## src/hw/xaf_regs.svh

```systemverilog
// Constants for the accumulator-with-file XOR execution block
`ifndef XAF_REGS_SVH
`define XAF_REGS_SVH

`define XAF_OPCODE_W        14
`define XAF_DATA_W          8
`define XAF_ADDR_W          7
`define XAF_FILE_DEPTH      128
`define XAF_OP_HI_MSB       13
`define XAF_OP_HI_LSB       8
`define XAF_OP_XOR_FILE     6'h06
`define XAF_DEST_BIT        7
`define XAF_ADDR_MSB        6
`define XAF_DEST_ACCUM      1'b0
`define XAF_DEST_FILE       1'b1
`define XAF_ACCUM_RST       8'h00
`define XAF_FILE_RST        8'h00

`endif

```

## src/hw/xaf_pkg.sv

```systemverilog
// Types shared by the XOR execution block
package xaf_pkg;
    typedef enum logic [0:0] {
        XAF_DEST_ACC,
        XAF_DEST_REG
    } xaf_dest_t;

    typedef struct packed {
        logic       hit;
        xaf_dest_t  dest;
        logic [6:0] addr;
    } xaf_dec_t;
endpackage

```

## src/hw/xaf_dec_if.sv

```systemverilog
// Decoded instruction fields passed from decoder to datapath
`timescale 1ns/1ps
interface xaf_dec_if;
    xaf_pkg::xaf_dec_t dec;
    modport drv (output dec);
    modport use_ (input dec);
endinterface

```

## src/hw/xaf_core.sv

```systemverilog
// Execution block: XOR accumulator with file register
// Contract
// RULE1: XOR accumulator with addressed file register, 0..127
// RULE2: Opcode 000110, bit7 dest, bits6-0 address
// RULE3: Dest 0 writes accumulator, file unchanged
// RULE4: Dest 1 writes file, accumulator unchanged
// RULE5: Zero flag from result, one cycle
`timescale 1ns/1ps
`include "xaf_regs.svh"
module xaf_core #(
    parameter int DATA_W = `XAF_DATA_W,
    parameter int DEPTH  = `XAF_FILE_DEPTH
) (
    // Clock and reset
    input  wire logic              clk,
    input  wire logic              sys_rst,
    // Instruction issue
    input  wire logic              instr_valid,
    input  wire logic [13:0]       instr,
    // Architectural state
    output logic [DATA_W-1:0]      accum,
    output logic                   zero_flag,
    output logic                   done
);
    // ----------------------------------------
    // State
    // ----------------------------------------
    typedef struct packed {
        logic [DATA_W-1:0] acc;
        logic              z;
        logic              done;
    } xaf_state_t;

    xaf_state_t        st_q;
    xaf_state_t        st_d;
    logic [DATA_W-1:0] file_q [DEPTH];
    logic [DATA_W-1:0] result;
    logic              exec;
    logic              wr_file;
    xaf_dec_if         dif ();

    xaf_decode u_dec (
        .instr (instr),
        .dec_o (dif.drv)
    );

    // ----------------------------------------
    // Decode helpers
    // ----------------------------------------
    localparam int ADDR_W = `XAF_ADDR_W;

    // True when the result goes back to the file register
    function automatic logic is_file_dest(input xaf_pkg::xaf_dest_t d);
        return d == xaf_pkg::XAF_DEST_REG;
    endfunction

    // ----------------------------------------
    // Datapath
    // ----------------------------------------
    assign exec    = instr_valid && dif.dec.hit;
    assign result  = st_q.acc ^ file_q[dif.dec.addr]; // RULE1
    assign wr_file = exec && is_file_dest(dif.dec.dest); // RULE4

    always_comb begin
        st_d      = st_q;
        st_d.done = exec; // RULE5
        if (exec) begin
            if (!is_file_dest(dif.dec.dest)) begin
                st_d.acc = result; // RULE3
            end
            st_d.z = (result == '0); // RULE5
        end
    end

    always_ff @(posedge clk or posedge sys_rst) begin
        if (sys_rst) begin
            st_q <= '0;
        end else begin
            st_q <= st_d;
        end
    end

    // ----------------------------------------
    // File registers
    // ----------------------------------------
    // Each entry resets to its own address, so data is varied from reset
    for (genvar g = 0; g < DEPTH; g++) begin : g_file
        always_ff @(posedge clk or posedge sys_rst) begin
            if (sys_rst) begin
                file_q[g] <= DATA_W'(g ^ `XAF_FILE_RST);
            end else if (wr_file && dif.dec.addr == ADDR_W'(g)) begin
                file_q[g] <= result; // RULE4
            end
        end
    end

    assign accum     = st_q.acc;
    assign zero_flag = st_q.z;
    assign done      = st_q.done;

    // ----------------------------------------
    // Checks
    // ----------------------------------------
    // Operands as seen from the ports, independent of the decoder
    logic [DATA_W-1:0] sel_file;
    logic [DATA_W-1:0] exp_res;
    logic              op_seen;

    assign sel_file = file_q[instr[6:0]];
    assign exp_res  = accum ^ sel_file;
    assign op_seen  = instr_valid && instr[13:8] == 6'h06;

    property p_acc_dest;
        @(posedge clk) disable iff (sys_rst)
        op_seen && !instr[7] |=> accum == $past(exp_res);
    endproperty
    a_acc_dest: assert property (p_acc_dest) // RULE3
        else $error("accumulator not loaded with result");

    property p_file_keep;
        @(posedge clk) disable iff (sys_rst)
        op_seen && !instr[7]
        |=> file_q[$past(instr[6:0])] == $past(sel_file);
    endproperty
    a_file_keep: assert property (p_file_keep) // RULE3
        else $error("file register changed on accumulator destination");

    property p_acc_hold;
        @(posedge clk) disable iff (sys_rst)
        op_seen && instr[7] |=> $stable(accum);
    endproperty
    a_acc_hold: assert property (p_acc_hold) // RULE4
        else $error("accumulator changed on file destination");

    property p_file_write;
        @(posedge clk) disable iff (sys_rst)
        op_seen && instr[7]
        |=> file_q[$past(instr[6:0])] == $past(exp_res);
    endproperty
    a_file_write: assert property (p_file_write) // RULE4
        else $error("file register not written");

    property p_xor_value;
        @(posedge clk) disable iff (sys_rst)
        op_seen |=> zero_flag == ($past(accum) == $past(sel_file));
    endproperty
    a_xor_value: assert property (p_xor_value) // RULE1
        else $error("zero flag disagrees with operand equality");

    property p_acc_from_file;
        @(posedge clk) disable iff (sys_rst)
        op_seen && !instr[7] && accum == '0
        |=> accum == $past(sel_file);
    endproperty
    a_acc_from_file: assert property (p_acc_from_file) // RULE1
        else $error("xor with zero accumulator wrong");

    property p_zero_flag;
        @(posedge clk) disable iff (sys_rst)
        op_seen |=> zero_flag == ($past(exp_res) == '0);
    endproperty
    a_zero_flag: assert property (p_zero_flag) // RULE5
        else $error("zero flag wrong");

    property p_zero_file;
        @(posedge clk) disable iff (sys_rst)
        op_seen && instr[7]
        |=> zero_flag == (file_q[$past(instr[6:0])] == '0);
    endproperty
    a_zero_file: assert property (p_zero_file) // RULE5
        else $error("zero flag does not match stored result");

    property p_zero_hold;
        @(posedge clk) disable iff (sys_rst)
        !op_seen |=> $stable(zero_flag) && $stable(accum);
    endproperty
    a_zero_hold: assert property (p_zero_hold) // RULE5
        else $error("state changed without instruction");

    property p_one_cycle;
        @(posedge clk) disable iff (sys_rst)
        op_seen |=> done;
    endproperty
    a_one_cycle: assert property (p_one_cycle) // RULE5
        else $error("operation not done in one cycle");

    property p_decode_hit;
        @(posedge clk) disable iff (sys_rst)
        instr_valid && instr[13:8] != 6'h06 |=> !done;
    endproperty
    a_decode_hit: assert property (p_decode_hit) // RULE2
        else $error("foreign opcode executed");

    property p_idle_done;
        @(posedge clk) disable iff (sys_rst)
        !instr_valid |=> !done;
    endproperty
    a_idle_done: assert property (p_idle_done) // RULE2
        else $error("invalid slot executed");

    property p_hit_exact;
        @(posedge clk) disable iff (sys_rst)
        instr_valid |-> dif.dec.hit == (instr[13:8] == 6'h06);
    endproperty
    a_hit_exact: assert property (p_hit_exact) // RULE2
        else $error("decoder hit wrong");

    for (genvar g = 0; g < DEPTH; g++) begin : g_file_chk
        a_file_other: assert property ( // RULE4
            @(posedge clk) disable iff (sys_rst)
            !(op_seen && instr[7] && instr[6:0] == ADDR_W'(g))
            |=> $stable(file_q[g]))
            else $error("unaddressed file register changed");
    end

    // ----------------------------------------
    // Cover points
    // ----------------------------------------
    c_to_acc:  cover property (@(posedge clk) op_seen && !instr[7]);
    c_to_file: cover property (@(posedge clk) op_seen && instr[7]);
    c_zero:    cover property (@(posedge clk) op_seen ##1 zero_flag);
    c_b2b:     cover property (@(posedge clk) op_seen ##1 op_seen);
    c_refused: cover property (@(posedge clk) instr_valid && !op_seen);
endmodule

```

## src/hw/xaf_decode.sv

```systemverilog
// Instruction decoder for the XOR of accumulator with file register
`timescale 1ns/1ps
`include "xaf_regs.svh"
module xaf_decode (
    // Instruction word
    input  wire logic [13:0] instr,
    // Decoded fields
    xaf_dec_if.drv           dec_o
);
    always_comb begin
        dec_o.dec.hit  = (instr[`XAF_OP_HI_MSB:`XAF_OP_HI_LSB]
                          == `XAF_OP_XOR_FILE); // RULE2
        dec_o.dec.dest = instr[`XAF_DEST_BIT] ? xaf_pkg::XAF_DEST_REG
                                              : xaf_pkg::XAF_DEST_ACC; // RULE2
        dec_o.dec.addr = instr[`XAF_ADDR_MSB:0]; // RULE2
    end
endmodule

```

## config.mk

```make
export PLATFORM = sky130hd
export DESIGN_NAME = xaf_core
export DESIGN_NICKNAME = d
export VERILOG_FILES = /design/src/hw/xaf_pkg.sv /design/src/hw/xaf_dec_if.sv /design/src/hw/xaf_core.sv /design/src/hw/xaf_decode.sv
export VERILOG_INCLUDE_DIRS = /design/src /design/src/hw
export SDC_FILE = /design/constraint.sdc
export NUM_CORES = 2
export LEC_CHECK = 0
export ABC_CLOCK_PERIOD_IN_PS = 45200
export BUFFER_PORTS_ARGS = -buffer_cell sky130_fd_sc_hd__buf_4
export CORE_MARGIN = 2
export CORE_UTILIZATION = 40
export DETAILED_ROUTE_END_ITERATION = 6
export PLACE_DENSITY = 0.66
export SYNTH_ARGS = -nofsm -noshare
export SYNTH_HDL_FRONTEND = slang
export SYNTH_SLANG_ARGS = --single-unit
```

## constraint.sdc

```tcl
create_clock -name clk -period 45.2 [get_ports clk]
set_clock_uncertainty 0.05 [all_clocks]
set_input_delay 4.52 -clock clk [delete_from_list [all_inputs] [get_ports clk]]
set_output_delay 4.52 -clock clk [all_outputs]
set_load 0.01 [all_outputs]
```

==> results_dict.tcl <==
set metrics [dict create \
    via_per_inst 5.75 \
    ys_types 81 \
    relSlewSlack_pct -4.77 \
    core_um2 117000 \
    worstPathMaxFanout 73 \
    syn_to_final_growth_pct 9.85 \
    drt_iter0_drc 3524 \
    cts_hold_buf 0 \
    syn-num-nets 4452 \
    gp_congestion 0.926 \
    syn_inst 4435 \
    intPower_mw 1.51 \
    fill_cells 10731 \
    synth_common_cells "nand2_1 (982), o21ai_0 (668), dfrtp_1 (586)" \
    nets 4294 \
    track_usage_pct 23.6 \
    r2r_end "file_q[448]" \
    worstPathRequired_ns 45.80 \
    period_share_pct 21.6 \
    crit_start "instr[0]" \
    violations "capacitance limit, slew limit" \
    ys_ff_latch 1034 \
    detail-route-antenna-nets 0 \
    slew_viol_final 6 \
    maxCapViolations 1 \
    syn_area_per_cell_um2 10.6 \
    max-vdd-ir-drop_v 0.0000309 \
    path_clk_slew_ns 0.06 \
    post_cts_buffers 0 \
    root_buffer "clkbuf_16" \
    cts_resized 0 \
    r2r_slack_ns 40.84 \
    powerDensity_nw_per_um2 38.6 \
    finalSetupViolCount 0 \
    worst_r2r_path_depth 9 \
    cp_data_arrival_time_ns 10.35 \
    worst_slew_pin_slew_ns 1.56 \
    period_needed_ns 9.75 \
    cp_common_cell "buf_4" \
    drive_above_1_share_pct 23.3 \
    p_seq_share_pct 46.6 \
    cts_max_level 3 \
    wirelength_um 142000 \
    synth_top_area_cell "dfrtp_1" \
    vias 33863 \
    rsz0062_at_grt "false" \
    initial_core_util_pct 40.5 \
    min_path_type "reg -> reg" \
    numCtsBuffers 105 \
    grt_antenna_before_repair 4 \
    ys_top_cells_by_area "dfrtp_1 (31%), dfstp_2 (25%), mux4_2 (8.0%)" \
    grt_pass1_wl_um 216000 \
    die_area_um2 121000 \
    n_antenna_cell 0 \
    worstPathCellList "buf_8 -> buf_4 -> buf_12 -> nor2b_4 -> buf_4 -> a22o_1 -> a21oi_1 -> a221oi_1 -> a2111oi_0 -> o32a_1 -> xnor2_2 -> buf_4 -> nor4b_2 -> a41o_1" \
    clkPwrFrac_pct 46.5 \
    cts.path.max_buffers 3 \
    grt.overflow.total 0 \
    synth_ff_type "dfrtp_1" \
    cts.sinks 1034 \
    place_hpwl_um 90900 \
    status "complete, but fails checks" \
    p_sw_mw 0.495 \
    fp.dieW_um 347 \
    drc 0 \
    r2r_start "file_q[728]" \
    synth_edf_count 0 \
    num_io_pins 27 \
    holdPathStages 2 \
    grt_max_degree 176 \
    clkLatencyLatePin_ns 0.72 \
    crit_path_end "zero_flag" \
    cp_slowest_cell "a2111oi_0" \
    synth_most_common_cell "nand2_1" \
    path_class "in -> reg" \
    dr.pass1.iters 6 \
    p_sw_share_pct 24.7 \
    startpoint_type "primary input" \
    placementRows 125 \
    die_h_um 347 \
    grt_pass1_vias 33385 \
    holdWs_ns 0.409 \
    synth_top_area_share_pct 31.1 \
    yosysWarnings 0 \
    tritoncts "built" \
    hold_viol 0 \
    async_flop_share_pct 100 \
    p_leak_nw 21.3 \
    cp-end-kind "register" \
    wl_per_cell_um 24.0 \
    fmax_ghz 0.103 \
    ys_seq_area_share_pct 56.1 \
    tns_ns 0 \
    numPortBuffers 26 \
    p_comb_share_pct 6.9 \
    cpPeakStageDelay_ns 1.10 \
    syn_area_um2 47200 \
]
-- kinds of logic (layout without fill, tap and decap cells) --
group                  Yosys count  after routing  synth area share, %
XOR/XNOR                        12             12                0.271
AO/OA/AOI/OAI                 1102           1102                 12.9
flip-flops                    1034           1034                 56.1
multiplexers                   450            450                 14.3
AND/OR/NAND/NOR               1461           1461                 12.3
buffers and inverters          376            309                 4.19
-- worst min-delay path by stage --
stage / from / end / slack (ns)
2_1_floorplan: file_q[417] / file_q[417] / 0.39
3_3_place_gp: file_q[705] / file_q[705] / 0.39
3_5_place_dp: file_q[641] / file_q[641] / 0.40
4_1_cts: file_q[641] / file_q[641] / 0.41
5_1_grt: file_q[713] / file_q[713] / 0.42
6_report: file_q[193] / file_q[193] / 0.41
-- power by group through the flow --
stage | Combinational, mW | Clock, mW | Sequential (mW)
2_1_floorplan | 0.0937 | 0 | 0.946
3_3_place_gp | 0.135 | 0 | 0.948
3_5_place_dp | 0.136 | 0 | 0.948
4_1_cts | 0.136 | 0.942 | 0.933
5_1_grt | 0.146 | 0.979 | 0.932
6_report | 0.138 | 0.929 | 0.933
-- metal layers --
metal / wire [um] / track usage [%] / vias to the layer above
li1: - / - / 15083
met1: 59100 / 32.6 / 16956
met2: 62700 / 35.3 / 1471
met3: 13200 / 5.88 / 347
met4: 6620 / 10.0 / 6
met5: 36 / 0 / -
-- state kept, by name, indices dropped and copies added, names as in the netlist --
register	count
zero_flag	1
file_q	1024
done	1
accum	8
-- placed cells by master, fill, tap and decap left out, types with 3 or more instances in the layout --
cell type,instances
nand2_1,981
o21ai_0,668
dfrtp_1,586
dfstp_2,448
nor2_1,351
a21oi_1,258
mux2i_1,186
mux4_2,168
clkbuf_16,108
buf_4,95
mux2_2,94
a22oi_1,77
nand3_1,32
clkbuf_1,31
clkinv_2,19
a221oi_1,17
nor3_1,16
clkbuf_8,16
bufinv_16,14
a211oi_1,13
nor2b_1,11
nand4_1,11
and3_1,11
a22o_1,10
a31oi_1,9
and2_1,7
a2111oi_0,7
o21ai_1,7
inv_1,6
xnor2_1,6
buf_12,5
nand3b_1,4
a21boi_0,4
nor4_2,4
nor2_4,3
nand2b_1,3
o31ai_1,3
a21o_1,3
clkinvlp_4,3
-- critical path: cells and delay by family --
family                 cells  cell delay, ns
buffers and inverters      5            2.56
AO/OA/AOI/OAI              6            2.30
AND/OR/NAND/NOR            2            0.56
XOR/XNOR                   1            0.16
-- layout make-up --
cell class,instances,area [um^2],share of cell area [%]
Clock inverter,43,632,1.22
Inverter,9,41.3,0.0797
Clock buffer,155,3040,5.87
Timing Repair Buffer,102,843,1.63
Multi-Input combinational cell,3025,18900,36.5
Sequential cell,1034,26400,51.0
Tap cell,1524,1910,3.68
-- stage by stage --
step	total power, mW	utilization, %	cell area (um^2)	setup slack, ns	std cells
5_1_grt	2.06	44.5	51800	35.21	5892
2_1_floorplan	1.04	-	47200	12.27	4435
4_1_cts	2.01	44.5	51800	35.25	5892
6_report	2.00	44.5	51800	35.45	5892
3_3_place_gp	1.08	41.3	48100	34.49	5694
3_5_place_dp	1.08	41.3	48100	34.47	5694
(Power assumes the default switching activity.)
